$ cat src/ebt_pkg.sv
// Package of constants and types for the eight-bit timer run control block.
package ebt_pkg;

	// Number of timers and their order: 0, 1, 8, 9, A, B.
	localparam int NUM_TIMERS = 6;
	localparam int NUM_PAIRS = 3;
	localparam int IDX_T9 = 3;
	localparam int IDX_TB = 5;

	// Run-control register byte addresses, indexed in timer order.
	localparam logic [0:5][15:0] RUN_ADDR = {
		16'hf033, 16'hf037, 16'hf8e3, 16'hf8e7, 16'hf8eb, 16'hf8ef
	};
	localparam logic [15:0] TB_CFG_ADDR = 16'hf8ee;

	// Supporting registers: compare values, counters, pairing, interrupts.
	localparam logic [15:0] CMP_BASE = 16'hf900;
	localparam logic [15:0] CNT_BASE = 16'hf920;
	localparam logic [15:0] CASCADE_ADDR = 16'hf910;
	localparam logic [15:0] IRQ_STATUS_ADDR = 16'hf911;
	localparam logic [15:0] IRQ_MASK_ADDR = 16'hf912;

	// Field positions.
	localparam int GO_BIT = 0;
	localparam int COUNTING_BIT = 7;
	localparam int CASCADE_AB_BIT = 2;

	// Values after reset, and the counter's top value.
	localparam logic [7:0] REG_RESET = 8'h00;
	localparam logic [7:0] CNT_RESET = 8'h00;
	localparam logic [7:0] CNT_MAX = 8'hff;
	localparam logic [5:0] IRQ_RESET = 6'h00;
	localparam logic [2:0] CASCADE_RESET = 3'h0;

	// Count clock choices of timer B.
	typedef enum logic [1:0] {
		EBT_CLK_LOW_SPEED = 2'b00,
		EBT_CLK_TIMEBASE = 2'b01,
		EBT_CLK_NONE = 2'b10,
		EBT_CLK_EXT_PIN = 2'b11
	} ebt_clk_sel_e;

	// Timer B clock and mode configuration layout.
	typedef struct packed {
		logic tb_single_shot;
		logic tb_out_invert;
		logic [3:0] reserved;
		ebt_clk_sel_e clk_sel;
	} ebt_tbcfg_s;

	localparam ebt_tbcfg_s TBCFG_RESET = '{
		tb_single_shot: 1'b0,
		tb_out_invert: 1'b0,
		reserved: 4'h0,
		clk_sel: EBT_CLK_LOW_SPEED
	};

endpackage

$ cat src/ebt_run_control.sv
// Run control, timer B configuration and counting logic of six 8-bit timers.
//
// Notes on behaviour
// Software reconfigures timer B only when stopped.
// Timer B clock select chooses its count clock.
// Pair cascade ignores timer B clock select.
// Polarity bit sets timer B output sense.
// Mode bit selects repeating or one-shot operation.
// Go bit writes start or stop counting.
// Counting bit reads running state of timer.
// Software keeps upper go bit zero when cascaded.
// Cascaded upper timer counts lower timer overflows.
// Cascaded upper timer counting bit reads zero.
// Reset clears all control and configuration registers.
// First edge sets counting, second edge increments.
// Match: next edge interrupts, clears counter, continues.
// Timer 9 and B outputs toggle per match.
// One-shot mode clears go bit on match.
//
// Timer B's configuration is not locked while it counts; software must
// stop it first, since a clock switch mid-count can fake a count edge.
//
// Added by the designer: strobed register access.
`timescale 1ns/1ps

module ebt_run_control (
	input wire logic i_ref_clk,
	input wire logic i_reset_n,
	input wire logic [15:0] i_addr,
	input wire logic [7:0] i_wdata,
	input wire logic i_wr,
	input wire logic i_rd,
	output logic [7:0] o_rdata,
	input wire logic i_low_speed_clk,
	input wire logic i_timebase_clk,
	input wire logic i_ext_count_clk_pin,
	output logic o_t9_toggle_out,
	output logic o_tb_toggle_out,
	output logic o_irq
);

	// Short names for the timer count and the two timers with outputs.
	localparam int N = ebt_pkg::NUM_TIMERS;
	localparam int TB = ebt_pkg::IDX_TB;
	localparam int T9 = ebt_pkg::IDX_T9;

	////////////////////////////////////////////////////////////////////////
	// Count clock synchronisers and falling edge detection.

	// Bit 0 is the low-speed clock, bit 1 the time base, bit 2 the pin.
	logic [2:0] clk_meta;
	logic [2:0] clk_sync;
	logic [2:0] clk_prev;
	logic [2:0] clk_fall;

	// Three flops per clock input; the edge detector compares the second and the third.
	always_ff @(posedge i_ref_clk) begin
		if (!i_reset_n) begin
			clk_meta <= 3'h0;
			clk_sync <= 3'h0;
			clk_prev <= 3'h0;
		end else begin
			clk_meta <= {i_ext_count_clk_pin, i_timebase_clk, i_low_speed_clk};
			clk_sync <= clk_meta;
			clk_prev <= clk_sync;
		end
	end

	// Every timer outside a cascaded upper one counts on falling edges of its count clock.
	assign clk_fall = clk_prev & ~clk_sync;

	////////////////////////////////////////////////////////////////////////
	// Register state.

	// Control and data state of all six timers, in timer order.
	ebt_pkg::ebt_tbcfg_s tb_cfg;
	logic [N-1:0] go;
	logic [N-1:0] counting;
	logic [N-1:0][7:0] cnt;
	logic [N-1:0][7:0] cmp;
	logic [2:0] cascade;
	logic [5:0] irq_status;
	logic [5:0] irq_mask;

	// Timer B configuration; the clock select is a plain two-bit field.
	// Software is trusted to change it only while timer B is stopped, since
	// a switch mid-count could produce a spurious edge.
	always_ff @(posedge i_ref_clk) begin
		if (!i_reset_n) begin
			tb_cfg <= ebt_pkg::TBCFG_RESET;
		end else if (i_wr && i_addr == ebt_pkg::TB_CFG_ADDR) begin
			tb_cfg.tb_single_shot <= i_wdata[7];
			tb_cfg.tb_out_invert <= i_wdata[6];
			tb_cfg.clk_sel <= ebt_pkg::ebt_clk_sel_e'(i_wdata[1:0]);
		end
	end

	// Pair cascade bits, one per pair, and the interrupt mask.
	always_ff @(posedge i_ref_clk) begin
		if (!i_reset_n) begin
			cascade <= ebt_pkg::CASCADE_RESET;
			irq_mask <= ebt_pkg::IRQ_RESET;
		end else if (i_wr && i_addr == ebt_pkg::CASCADE_ADDR) begin
			cascade <= i_wdata[2:0];
		end else if (i_wr && i_addr == ebt_pkg::IRQ_MASK_ADDR) begin
			irq_mask <= i_wdata[5:0];
		end
	end

	////////////////////////////////////////////////////////////////////////
	// Count advance, overflow and match per timer.

	// Combinational view of each timer's count enable and events.
	logic [N-1:0] is_upper_casc;
	logic [N-1:0] base_tick;
	logic [N-1:0] tick;
	logic [N-1:0] active;
	logic [N-1:0] ovf;
	logic [N-1:0] evt;
	logic [N-1:0] running;
	logic tb_tick;

	// Timer B picks its own count clock; code 10 gives no edges at all.
	always_comb begin
		case (tb_cfg.clk_sel)
			ebt_pkg::EBT_CLK_LOW_SPEED: tb_tick = clk_fall[0];
			ebt_pkg::EBT_CLK_TIMEBASE: tb_tick = clk_fall[1];
			ebt_pkg::EBT_CLK_EXT_PIN: tb_tick = clk_fall[2];
			default: tb_tick = 1'b0;
		endcase
	end

	// The lower timer of a cascaded pair wraps freely and hands its
	// overflow to the upper one, which then ignores its own run bit.
	always_comb begin
		is_upper_casc = '0;
		base_tick = '0;
		tick = '0;
		active = '0;
		ovf = '0;
		evt = '0;
		running = '0;
		for (int i = 0; i < N; i++) begin
			is_upper_casc[i] = (i % 2 == 1) && cascade[i/2];
			base_tick[i] = (i == TB) ? tb_tick : clk_fall[0];
		end
		// A cascaded lower timer raises no match event of its own.
		for (int i = 0; i < N; i += 2) begin
			tick[i] = base_tick[i];
			active[i] = counting[i];
			ovf[i] = tick[i] && counting[i] && cascade[i/2] &&
				cnt[i] == ebt_pkg::CNT_MAX;
			running[i] = counting[i];
			evt[i] = tick[i] && counting[i] && !cascade[i/2] &&
				cnt[i] == cmp[i];
		end
		for (int i = 1; i < N; i += 2) begin
			// Cascade overrides timer B clock select entirely.
			tick[i] = is_upper_casc[i] ? ovf[i-1] : base_tick[i];
			active[i] = is_upper_casc[i] || counting[i];
			running[i] = is_upper_casc[i] ? counting[i-1] : counting[i];
			evt[i] = tick[i] && active[i] && cnt[i] == cmp[i];
		end
	end

	////////////////////////////////////////////////////////////////////////
	// Per timer go bit, counting bit, counter and compare value.

	// Each timer gets its own copy of the control flops; the loop index
	// also picks its run-control address from the package table.
	genvar g;
	generate
		for (g = 0; g < N; g++) begin : g_timer
			logic wr_run;
			logic wr_cmp;
			logic wr_cnt;
			logic one_shot_hit;

			// Decode of this timer's own registers.
			assign wr_run = i_wr && i_addr == ebt_pkg::RUN_ADDR[g];
			assign wr_cmp = i_wr && i_addr == ebt_pkg::CMP_BASE + 16'(g);
			assign wr_cnt = i_wr && i_addr == ebt_pkg::CNT_BASE + 16'(g);
			// Only timer B's mode bit lives in this block.
			assign one_shot_hit = (g == TB) && tb_cfg.tb_single_shot &&
				evt[g];

			// A software write wins over the automatic one-shot clear so a
			// restart written on the matching cycle is not dropped.
			always_ff @(posedge i_ref_clk) begin
				if (!i_reset_n) begin
					go[g] <= 1'b0;
				end else if (wr_run) begin
					go[g] <= i_wdata[ebt_pkg::GO_BIT];
				end else if (one_shot_hit) begin
					go[g] <= 1'b0;
				end
			end

			// Counting follows go on each count edge, so a stop still
			// lets one more edge be counted.
			always_ff @(posedge i_ref_clk) begin
				if (!i_reset_n) begin
					counting[g] <= 1'b0;
				end else if (is_upper_casc[g]) begin
					counting[g] <= 1'b0;
				end else if (base_tick[g]) begin
					counting[g] <= go[g] && !one_shot_hit;
				end
			end

			// Outside a cascaded upper timer, the counter only moves once counting is set, which
			// puts the first increment on the second count edge.
			always_ff @(posedge i_ref_clk) begin
				if (!i_reset_n) begin
					cnt[g] <= ebt_pkg::CNT_RESET;
				end else if (wr_cnt) begin
					cnt[g] <= ebt_pkg::CNT_RESET;
				end else if (tick[g] && active[g]) begin
					if (evt[g]) begin
						cnt[g] <= ebt_pkg::CNT_RESET;
					end else begin
						cnt[g] <= cnt[g] + 8'h01;
					end
				end
			end

			// Compare value written by software.
			always_ff @(posedge i_ref_clk) begin
				if (!i_reset_n) begin
					cmp[g] <= ebt_pkg::REG_RESET;
				end else if (wr_cmp) begin
					cmp[g] <= i_wdata;
				end
			end
		end
	endgenerate

	////////////////////////////////////////////////////////////////////////
	// Toggle outputs of timers 9 and B.

	// Internal toggle state, before the polarity is applied.
	logic t9_tog;
	logic tb_tog;

	// Both toggles return to zero while their timer is not running.
	always_ff @(posedge i_ref_clk) begin
		if (!i_reset_n) begin
			t9_tog <= 1'b0;
			tb_tog <= 1'b0;
		end else begin
			if (!running[T9]) begin
				t9_tog <= 1'b0;
			end else if (evt[T9]) begin
				t9_tog <= !t9_tog;
			end
			if (!running[TB]) begin
				tb_tog <= 1'b0;
			end else if (evt[TB]) begin
				tb_tog <= !tb_tog;
			end
		end
	end

	// Output flops; polarity inverts only the pin sense, not the toggle.
	always_ff @(posedge i_ref_clk) begin
		if (!i_reset_n) begin
			o_t9_toggle_out <= 1'b0;
			o_tb_toggle_out <= 1'b0;
		end else begin
			o_t9_toggle_out <= t9_tog;
			o_tb_toggle_out <= tb_tog ^ tb_cfg.tb_out_invert;
		end
	end

	////////////////////////////////////////////////////////////////////////
	// Interrupt status, mask and output.

	logic [5:0] irq_clr;

	// Write-one-to-clear pattern taken from a status write.
	assign irq_clr = (i_wr && i_addr == ebt_pkg::IRQ_STATUS_ADDR) ?
		i_wdata[5:0] : 6'h00;

	// Sticky status; an event in the clearing cycle survives the clear.
	always_ff @(posedge i_ref_clk) begin
		if (!i_reset_n) begin
			irq_status <= ebt_pkg::IRQ_RESET;
		end else begin
			irq_status <= (irq_status & ~irq_clr) | evt;
		end
	end

	// Level interrupt from a flop, so the pin never glitches; it trails
	// the status bit by one cycle.
	always_ff @(posedge i_ref_clk) begin
		if (!i_reset_n) begin
			o_irq <= 1'b0;
		end else begin
			o_irq <= |(irq_status & irq_mask);
		end
	end

	////////////////////////////////////////////////////////////////////////
	// Read path: data stand in the cycle after the strobe, zero otherwise.

	// Byte selected by the address, ahead of the read data flop.
	logic [7:0] rd_value;

	always_comb begin
		rd_value = 8'h00;
		for (int i = 0; i < N; i++) begin
			if (i_addr == ebt_pkg::RUN_ADDR[i]) begin
				rd_value = {counting[i], 6'h00, go[i]};
			end else if (i_addr == ebt_pkg::CMP_BASE + 16'(i)) begin
				rd_value = cmp[i];
			end else if (i_addr == ebt_pkg::CNT_BASE + 16'(i)) begin
				rd_value = cnt[i];
			end
		end
		if (i_addr == ebt_pkg::TB_CFG_ADDR) begin
			rd_value = {tb_cfg.tb_single_shot, tb_cfg.tb_out_invert, 4'h0,
				tb_cfg.clk_sel};
		end else if (i_addr == ebt_pkg::CASCADE_ADDR) begin
			rd_value = {5'h00, cascade};
		end else if (i_addr == ebt_pkg::IRQ_STATUS_ADDR) begin
			rd_value = {2'h0, irq_status};
		end else if (i_addr == ebt_pkg::IRQ_MASK_ADDR) begin
			rd_value = {2'h0, irq_mask};
		end
	end

	// Read data hold the byte for exactly one cycle and are zero otherwise,
	// so a late sample sees nothing rather than a stale value.
	always_ff @(posedge i_ref_clk) begin
		if (!i_reset_n) begin
			o_rdata <= 8'h00;
		end else if (i_rd) begin
			o_rdata <= rd_value;
		end else begin
			o_rdata <= 8'h00;
		end
	end

endmodule

$ cat config.mk
export PLATFORM = sky130hd
export DESIGN_NAME = ebt_run_control
export DESIGN_NICKNAME = d
export VERILOG_FILES = /design/src/ebt_pkg.sv /design/src/ebt_run_control.sv
export SDC_FILE = /design/constraint.sdc
export NUM_CORES = 1
export LEC_CHECK = 0
export ABC_CLOCK_PERIOD_IN_PS = 2060
export BUFFER_PORTS_ARGS = -buffer_cell sky130_fd_sc_hd__buf_2
export CORE_MARGIN = 2
export CORE_UTILIZATION = 25
export CTS_CLUSTER_DIAMETER = 120
export DETAILED_ROUTE_END_ITERATION = 7
export PLACE_DENSITY_LB_ADDON = 0.2
export SETUP_SLACK_MARGIN = 0.5
export SLEW_MARGIN = 5
export SYNTH_ARGS = -nofsm -noshare
export SYNTH_HDL_FRONTEND = slang
export SYNTH_SLANG_ARGS = --single-unit
export TNS_END_PERCENT = 5
$ cat constraint.sdc
create_clock -name i_ref_clk -period 2.06 [get_ports i_ref_clk]
set_clock_uncertainty 0.05 [all_clocks]
set_input_delay 0.309 -clock i_ref_clk [delete_from_list [all_inputs] [get_ports i_ref_clk]]
set_output_delay 0.309 -clock i_ref_clk [all_outputs]
set_load 0.01 [all_outputs]
# ---- Word level (Yosys, flattened, before mapping)
# Index checks and enable logic that the tools add are counted.
dict set report totals {
  out_inout_bits 11
  romBits 0
  ff_bits 149
  mem_bits_rw 0
  n_memories 0
  latch_bits 0
}
dict set report op_classes {
  shifts 0
  reduce_logical 72
  order_cmp 0
  bitwise 10
  mux 37
  eq_ne 33
  n_mul 0
  div_mod_pow 0
  n_addsub 6
}
# op n
set ops {}
lappend ops {{$eq A16 B16 Y1 const B} 22}
lappend ops {{$mux W8} 28}
lappend ops {{$add A8 B1 Y8 const B} 6}
lappend ops {{$eq A8 B8 Y1} 6}
lappend ops {{$logic_and A1 B1 Y1} 45}
lappend ops {{$eq A8 B8 Y1 const B} 3}
lappend ops {{$reduce_or A2 Y1} 9}
lappend ops {{$and A6 B6 Y6} 2}
lappend ops {{$reduce_and A2 Y1} 4}
lappend ops {{$mux W1} 7}
lappend ops {{$logic_not A1 Y1} 6}
lappend ops {{$mux W6} 1}
lappend ops {{$not A6 Y6} 1}
lappend ops {{$or A6 B6 Y6} 1}
lappend ops {{$reduce_or A6 Y1} 1}
lappend ops {{$reduce_or A4 Y1} 1}
lappend ops {{$and A3 B3 Y3} 1}
lappend ops {{$logic_or A1 B1 Y1} 3}
lappend ops {{$not A1 Y1} 3}
lappend ops {{$not A3 Y3} 1}
lappend ops {{$pmux W1 S3} 1}
lappend ops {{$reduce_or A3 Y1} 1}
lappend ops {{$eq A2 B1 Y1 const B} 1}
lappend ops {{$eq A2 B2 Y1 const B} 1}
lappend ops {{3 further kinds} 3}

# ---- Longest topological paths before layout
# Gate-level depths: netlist (run 1).
dict set report depth {
  ltp_word 23
  ltp_mapped 10
}

# ---- Least setup slack after synthesis (run 1)
# OpenSTA, ideal clock, no wires.
dict set report synth_path {
  path_kind {input to register}
  startpoint {in i_addr[5]}
  endpoint {reg o_rdata[1]}
  t_required_ps 1888
  arrival_ps 2022
  path_slack_ps -134
  setup_time_ps 122
  path_stages 9
  n_path_buf 2
  cell_sequence {buf_4 or4b_1 buf_2 nor4_4 a22oi_1 o2111ai_2 o221ai_2 a221oi_2 o31ai_1}
}
dict set report synth_via {
  elab_chain_cells 23
  word_cells_on_any_way 44
  classes_between {22 x eq/ne; 22 x mux}
}
# item line
set synth_lines {}
lappend synth_lines {{from (decl)} ebt_run_control.sv:29} ;# input wire logic [15:0] i_addr,
lappend synth_lines {{$eq A16 B16 Y1} ebt_run_control.sv:316} ;# end else if (i_addr == ebt_pkg::CNT_BASE + 16'(i)) begin
lappend synth_lines {{$mux W8} ebt_run_control.sv:316}
lappend synth_lines {{$mux W8} ebt_run_control.sv:314} ;# end else if (i_addr == ebt_pkg::CMP_BASE + 16'(i)) begin
lappend synth_lines {{$mux W8} ebt_run_control.sv:312} ;# if (i_addr == ebt_pkg::RUN_ADDR[i]) begin
lappend synth_lines {{$mux W8} ebt_run_control.sv:316}
lappend synth_lines {{$mux W8} ebt_run_control.sv:314}
lappend synth_lines {{$mux W8} ebt_run_control.sv:312}
lappend synth_lines {{$mux W8} ebt_run_control.sv:316}
lappend synth_lines {{[... 7 more ...]} --}
lappend synth_lines {{$mux W8} ebt_run_control.sv:312}
lappend synth_lines {{$mux W8} ebt_run_control.sv:316}
lappend synth_lines {{$mux W8} ebt_run_control.sv:314}
lappend synth_lines {{$mux W8} ebt_run_control.sv:312}
lappend synth_lines {{$mux W8} ebt_run_control.sv:327} ;# end else if (i_addr == ebt_pkg::IRQ_MASK_ADDR) begin
lappend synth_lines {{$mux W8} ebt_run_control.sv:325} ;# end else if (i_addr == ebt_pkg::IRQ_STATUS_ADDR) begin
lappend synth_lines {{$mux W8} ebt_run_control.sv:323} ;# end else if (i_addr == ebt_pkg::CASCADE_ADDR) begin
lappend synth_lines {{$mux W8 *} ebt_run_control.sv:320} ;# if (i_addr == ebt_pkg::TB_CFG_ADDR) begin
lappend synth_lines {{to (signal assigned)} ebt_run_control.sv:338} ;# o_rdata <= rd_value;
lappend synth_lines {{to (decl)} ebt_run_control.sv:33} ;# output logic [7:0] o_rdata,
# Mark *: on every way between the ends. The rest lies on a longest branch, timed or not.
# A chain may end at the register's enable or synchronous reset.

# ---- Worst setup path after layout (run 1)
dict set report layout_path {
  startpoint {reg clk_sync[0]}
  endpoint {reg go[5]}
}
dict set report layout_via {
  elab_chain_cells 10
  word_cells_on_any_way 11
  classes_between {2 x mux; 2 x bitwise; 7 x reduce/logical}
}
# item line
set layout_lines {}
lappend layout_lines {{from (decl)} ebt_run_control.sv:52} ;# logic [2:0] clk_sync;
lappend layout_lines {{from (signal assigned)} ebt_run_control.sv:64} ;# clk_sync <= clk_meta;
lappend layout_lines {{$not A3 Y3 *} ebt_run_control.sv:70} ;# assign clk_fall = clk_prev & ~clk_sync;
lappend layout_lines {{$and A3 B3 Y3 *} ebt_run_control.sv:70}
lappend layout_lines {{$logic_and A1 B1 Y1 (3 in a row)} ebt_run_control.sv:151} ;# ovf[i] = tick[i] && counting[i] && cascade[i/2] &&
lappend layout_lines {{$mux W1 *} ebt_run_control.sv:159} ;# tick[i] = is_upper_casc[i] ? ovf[i-1] : base_tick[i];
lappend layout_lines {{$logic_and A1 B1 Y1 * (2 in a row)} ebt_run_control.sv:162} ;# evt[i] = tick[i] && active[i] && cnt[i] == cmp[i];
lappend layout_lines {{$logic_and A1 B1 Y1 *} ebt_run_control.sv:184} ;# assign one_shot_hit = (g == TB) && tb_cfg.tb_single_shot &&
lappend layout_lines {{$reduce_bool A2 Y1 (no source line) *} --}
lappend layout_lines {{to (signal, indexed assignment)} ebt_run_control.sv:193} ;# go[g] <= i_wdata[ebt_pkg::GO_BIT];
lappend layout_lines {{to (decl)} ebt_run_control.sv:77} ;# logic [N-1:0] go;
# Marked as above.

==> impl_metrics.py, run 1 <==
metrics = {
    "layout": {
        "diodes": 0,
        "final_cell_mix": "buf_4, dfxtp_1, nand2_1, nor2_1",
        "fin_cells": 1611,
        "drive_gt1_share_pct": 42.1,
        "utilization_pct": 38.2,
        "nets": 1233,
        "final_common_cell": "buf_4",
        "syn2layout_area_growth_pct": 51.3,
    },
    "synthesis": {
        "synth_top_area_cell": "dfxtp_1",
        "synth_edf_count": 0,
        "synthCells": 993,
        "synth.distinct_cells": 72,
        "yosysSeqAreaShare_pct": 37.6,
        "synth.net_count": 1030,
        "ys_top_cells_by_area": "dfxtp_1, nand2_1, xnor2_1",
        "ys_ff_latch": 149,
        "synth_top_cell_area_share_pct": 37.6,
        "synth_ff_type": "dfxtp_1",
        "syn_area_per_cell_um2": 7.99,
        "syn_area_um2": 7930,
        "ys_async_sr_fraction_pct": 0,
        "synth_warnings": 0,
    },
    "clock_tree": {
        "hold_buffers": 0,
        "path_clk_slew_ns": 0.06,
        "numCtsBuffers": 17,
        "clock_sinks": 149,
        "cts-root-buf": "clkbuf_16",
        "htree_levels": 4,
        "clock_path_buffers": 2,
        "insertion_delay_ns": 0.44,
        "cts_tree": "built",
    },
    "power_and_ir_drop": {
        "p_per_area_nw_per_um2": 549,
        "leakage_uw": 0.00451,
        "ir_worst_vdd_v": 0.000404,
        "finalPower_uw": 6580,
    },
    "route": {
        "route.vias.total": 8234,
        "route.detailed.drc": 0,
        "wirelength_um": 33200,
        "dr.pass1.iters": 7,
        "routedWlPerCell_um": 20.6,
        "viasPerCell": 5.11,
        "drt_iter0_drc": 622,
        "final_antenna_net_count": 0,
    },
    "worst_setup_path": {
        "cp_slowest_cell": "a211o_1",
        "critPathMaxStageDelay_ns": 0.36,
        "required_ns": 2.34,
        "path_max_fanout": 4,
        "path_cells": "nand2b_4, nor4_4, nand4_1, a211o_1, o211ai_1, a21oi_1, a41o_1",
        "crit_path_start_kind": "flop",
        "arrival_ns": 2.34,
        "end_kind": "flop",
        "crit_type": "flop to flop",
    },
    "die": {
        "coreArea_um2": 31400,
        "die-height_um": 182,
        "fp.dieW_um": 182,
        "dieArea_um2": 33200,
        "io_pins": 42,
        "start_util_pct": 25.3,
        "row_count": 65,
    },
    "timing": {
        "setup_viol": 0,
        "fin_crit_ns": 2.05,
        "hold_viol": 0,
        "tns_ns": 0,
        "period_share_pct": 99.7,
        "max_slew_margin_pct": 60.9,
        "rsz0062_at_grt": "yes",
        "drv_slew": 0,
        "worstMarginPinSlew_ns": 0.586,
        "fmax_mhz": 487,
    },
    "run_status": {
        "outcome": "finished, final reports clean",
    },
    "place": {
        "gp_congestion": 0.912,
        "dp_cells": 1570,
        "portBuffers": 41,
        "place_hpwl_um": 24500,
    },
    "grt": {
        "grt_antenna_before_repair": 0,
        "grt_max_degree": 26,
        "grt-ovfl-total": 0,
        "grt_usage_pct": 20.4,
        "grt_pass1_vias": 8150,
        "grt_pass1_wl_um": 50800,
    },
    "flow_run": {
        "drv_cap": 0,
    },
    "min_path": {
        "hp-class": "input pin to flop",
    },
}
-- flip-flops by register name, indices dropped and copies added (netlist names), 4 cells and up --
| register | flops |
|---|---|
| cmp | 48 |
| cnt | 48 |
| go | 6 |
| irq_mask | 6 |
| irq_status | 6 |
| o_rdata | 8 |
| tb_cfg | 4 |
-- cell families after synthesis --
group	after synthesis	share of synthesized area, %
fa+ha+maj	6	0.946
simple gates	477	30.0
buf+inv	66	3.44
compound gates	188	16.0
mux	14	1.77
xor+xnor	93	10.3
flops	149	37.6
-- cells in the mapped netlist (14+ instances only) --
| master | count |
|---|---|
| a21oi_1 | 82 |
| and2_1 | 15 |
| clkbuf_1 | 36 |
| dfxtp_1 | 149 |
| mux2i_1 | 14 |
| nand2_1 | 173 |
| nand3_1 | 45 |
| nand4_1 | 26 |
| nor2_1 | 96 |
| nor3_1 | 18 |
| nor4_1 | 17 |
| xnor2_1 | 50 |
| xor2_1 | 43 |
-- worst max-delay path: cells and delay by family, from the launching register on --
family	cells	cell delay (ns)
AOI/OAI and AO/OA	4	0.91
DFF	1	0.33
and+or+nand+nor	3	0.66
-- metal layers --
metal / GRT usage, % / vias up / wire length [um] / part of all wire (%)
met3: 3.35 / 46 / 1500 / 4.5
met5: 0 / - / 0 / 0
met2: 31.8 / 223 / 15000 / 45
li1: - / 3943 / - / -
met1: 28.6 / 4022 / 15900 / 48
met4: 6.65 / 0 / 747 / 2.2
-- cell type report --
| type | count | area (um^2) |
|---|---|---|
| clock buffer | 20 | 437 |
| clock inverter | 12 | 156 |
| fill | 3234 | 19400 |
| inverter | 13 | 48.8 |
| multi-input combinational | 778 | 5910 |
| sequential | 149 | 2990 |
| tap | 402 | 503 |
| timing repair buffer | 237 | 1950 |
-- report_power, final --
group | leakage (uW) | internal, uW | total (uW) | switching [uW]
Sequential | 0.00120 | 2880 | 2890 | 3.12
Clock | 0.000288 | 1910 | 3250 | 1340
Combinational | 0.00302 | 164 | 446 | 282
-- stage by stage --
| stage | setup WS [ns] | hold WS, ns | instance area [um^2] |
|---|---|---|---|
| 2_1_floorplan | 0.0207 | 0.362 | 8050 |
| 3_3_place_gp | -1.03 | 0.364 | 9940 |
| 3_5_place_dp | -0.927 | 0.368 | 9940 |
| 4_1_cts | -0.000465 | 0.00625 | 11600 |
| 5_1_grt | -0.0854 | 0.0163 | 12000 |
| 6_report | 0.00568 | 0.0260 | 12000 |
-- worst paths after layout --
check | from | end | cells past startpoint | slack [ns]
worst max register to register | clk_sync[0] | go[5] | 7 | 0.006
worst max-delay path | clk_sync[0] | go[5] | 7 | 0.006
worst min-delay path | i_timebase_clk | clk_meta[1] | 2 | 0.03
worst min register to register | clk_meta[0] | clk_sync[0] | 1 | 0.38
-- what timing repair did --
action                     4_1_cts  5_1_grt
hold endpoints to repair         0        0
cloned                           0        0
gates resized for setup        211      119
buffers inserted                 7        2
setup endpoints to repair      127      131
pin swaps                      187      154
No activity file was read; power rests on OpenSTA's default activity.
==> run 2, diff against run 1 <==
--- a/config.mk
+++ b/config.mk
@@ -7,6 +7,7 @@
 export LEC_CHECK = 0
 export ABC_CLOCK_PERIOD_IN_PS = 2060
 export BUFFER_PORTS_ARGS = -buffer_cell sky130_fd_sc_hd__buf_2
+export CAP_MARGIN = 10
 export CORE_MARGIN = 2
 export CORE_UTILIZATION = 25
 export CTS_CLUSTER_DIAMETER = 120
==> constraint.sdc (replaced) <==
create_clock -name i_ref_clk -period 2.06 [get_ports i_ref_clk]
set_clock_uncertainty 0.05 [all_clocks]
set_input_delay 0.309 -clock i_ref_clk [delete_from_list [all_inputs] [get_ports i_ref_clk]]
set_output_delay 0.309 -clock i_ref_clk [all_outputs]
set_load 0.1 [all_outputs]
==> impl_metrics.py, run 2 (synthesis gave the netlist of run 1 again) <==
metrics = {
    "worst_setup_path": {
        "crit_type": "flop to flop",
        "crit_path_start_kind": "flop",
        "crit_start": "clk_sync[0]",
        "required_ns": 2.34,
        "r2r_start": "clk_sync[0]",
        "path_max_fanout": 4,
        "end_kind": "flop",
        "arrival_ns": 2.34,
    },
    "flow_run": {
        "drv_cap": 0,
    },
    "timing": {
        "tns_ns": 0,
        "rsz0062_at_grt": "yes",
        "fin_ws_ns": 0.00397,
        "worstMarginPinSlew_ns": 0.581,
        "fmax_mhz": 486,
        "setup_viol": 0,
        "max_slew_margin_pct": 61.3,
        "hold_viol": 0,
        "period_share_pct": 99.8,
        "drv_slew": 0,
        "fin_crit_ns": 2.06,
    },
    "place": {
        "place_hpwl_um": 24500,
        "dp_cells": 1570,
        "gp_congestion": 0.912,
        "place_area_um2": 9940,
        "portBuffers": 41,
        "dp_slack_ns": -0.927,
    },
    "route": {
        "wirelength_um": 33200,
        "route.detailed.drc": 0,
        "viasPerCell": 5.12,
        "route.vias.total": 8251,
        "dr.pass1.iters": 6,
        "final_antenna_net_count": 0,
        "drt_iter0_drc": 636,
        "routedWlPerCell_um": 20.6,
    },
    "power_and_ir_drop": {
        "finalPower_uw": 6580,
        "leakage_uw": 0.00450,
        "ir_worst_vdd_v": 0.000404,
        "p_per_area_nw_per_um2": 547,
    },
    "clock_tree": {
        "numCtsBuffers": 17,
        "cts_tree": "built",
        "htree_levels": 4,
        "cts-root-buf": "clkbuf_16",
        "clock_sinks": 149,
        "path_clk_slew_ns": 0.06,
        "hold_buffers": 0,
        "clock_path_buffers": 2,
        "insertion_delay_ns": 0.44,
    },
    "die": {
        "die-height_um": 182,
        "start_util_pct": 25.3,
        "io_pins": 42,
        "dieArea_um2": 33200,
        "fp.dieW_um": 182,
        "row_count": 65,
        "coreArea_um2": 31400,
    },
    "grt": {
        "grt_antenna_before_repair": 0,
        "grt_pass1_vias": 8150,
        "grt_usage_pct": 20.4,
        "grt-ovfl-total": 0,
        "grt_max_degree": 26,
        "grt_pass1_wl_um": 50700,
    },
    "layout": {
        "fin_cells": 1611,
        "drive_gt1_share_pct": 42.1,
        "largest_registers": "cmp x48, cnt x48, o_rdata x8",
        "fillers": 3228,
        "final_common_cell": "buf_4",
        "diodes": 0,
        "nets": 1233,
        "fin_area_um2": 12000,
        "seq_area_um2": 2990,
        "multi_input_area_um2": 5910,
        "syn2layout_area_growth_pct": 51.7,
        "final_cell_mix": "buf_4, dfxtp_1, nand2_1, nor2_1",
    },
    "min_path": {
        "hp-class": "input pin to flop",
        "hp-start": "i_timebase_clk",
    },
    "run_status": {
        "outcome": "finished, final reports clean",
    },
}
[run 2: changes by cell type in the layout (fill, tap and decap cells not counted)]
| cell | previous run | this run |
|---|---|---|
| buf_2 | 32 | 21 |
| buf_4 | 159 | 166 |
| clkbuf_4 | 1 | 5 |
[run 2: area by class of cell]
cell class | count | area share (%)
inverters | 13 | 0.406
well taps | 402 | 4.18
clock inverters | 12 | 1.30
multi-input cells | 778 | 49.1
repair buffers | 237 | 16.5
flip-flops and latches | 149 | 24.9
clock buffers | 20 | 3.63
[run 2: per-stage QoR]
| step | hold slack (ns) | utilization [%] |
|---|---|---|
| CTS | 0.00625 | 36.9 |
| global placement | 0.364 | 31.7 |
| global route | 0.0163 | 38.3 |
| detailed placement | 0.368 | 31.7 |
| floorplan | 0.362 | - |
| finish | 0.0272 | 38.3 |
[run 2: timing repair]
| item | CTS | global route |
|---|---|---|
| gates resized for setup | 218 | 123 |
| cloned | 0 | 0 |
| buffers inserted | 7 | 2 |
| pin swaps | 187 | 154 |
| setup endpoints to repair | 134 | 135 |
[run 2: where the power goes]
group	switching, uW	total, uW	internal [uW]
clock network	1340	3250	1910
logic	281	446	164
registers	3.13	2890	2880
[run 2: worst max-delay path: stages, from the launching register on]
cell and delay [ns]:
dfxtp_2 0.33, nand2b_4 0.19, nor4_4 0.29, nand4_1 0.18
a211o_1 0.36, o211ai_1 0.27, a21oi_1 0.07, a41o_1 0.21
[run 2: path summary, 6_finish.rpt]
path            endpoint  slack (ns)  cells after the start
max                go[5]       0.004                      7
min          clk_meta[1]        0.03                      2
max reg2reg        go[5]       0.004                      7
min reg2reg  clk_sync[0]        0.38                      1
[run 2: per-layer routing]
metal | part of all wire (%) | track usage (%)
met2 | 45 | 31.8
met4 | 2.3 | 6.65
met5 | 0 | 0
met3 | 4.7 | 3.35
met1 | 48 | 28.6
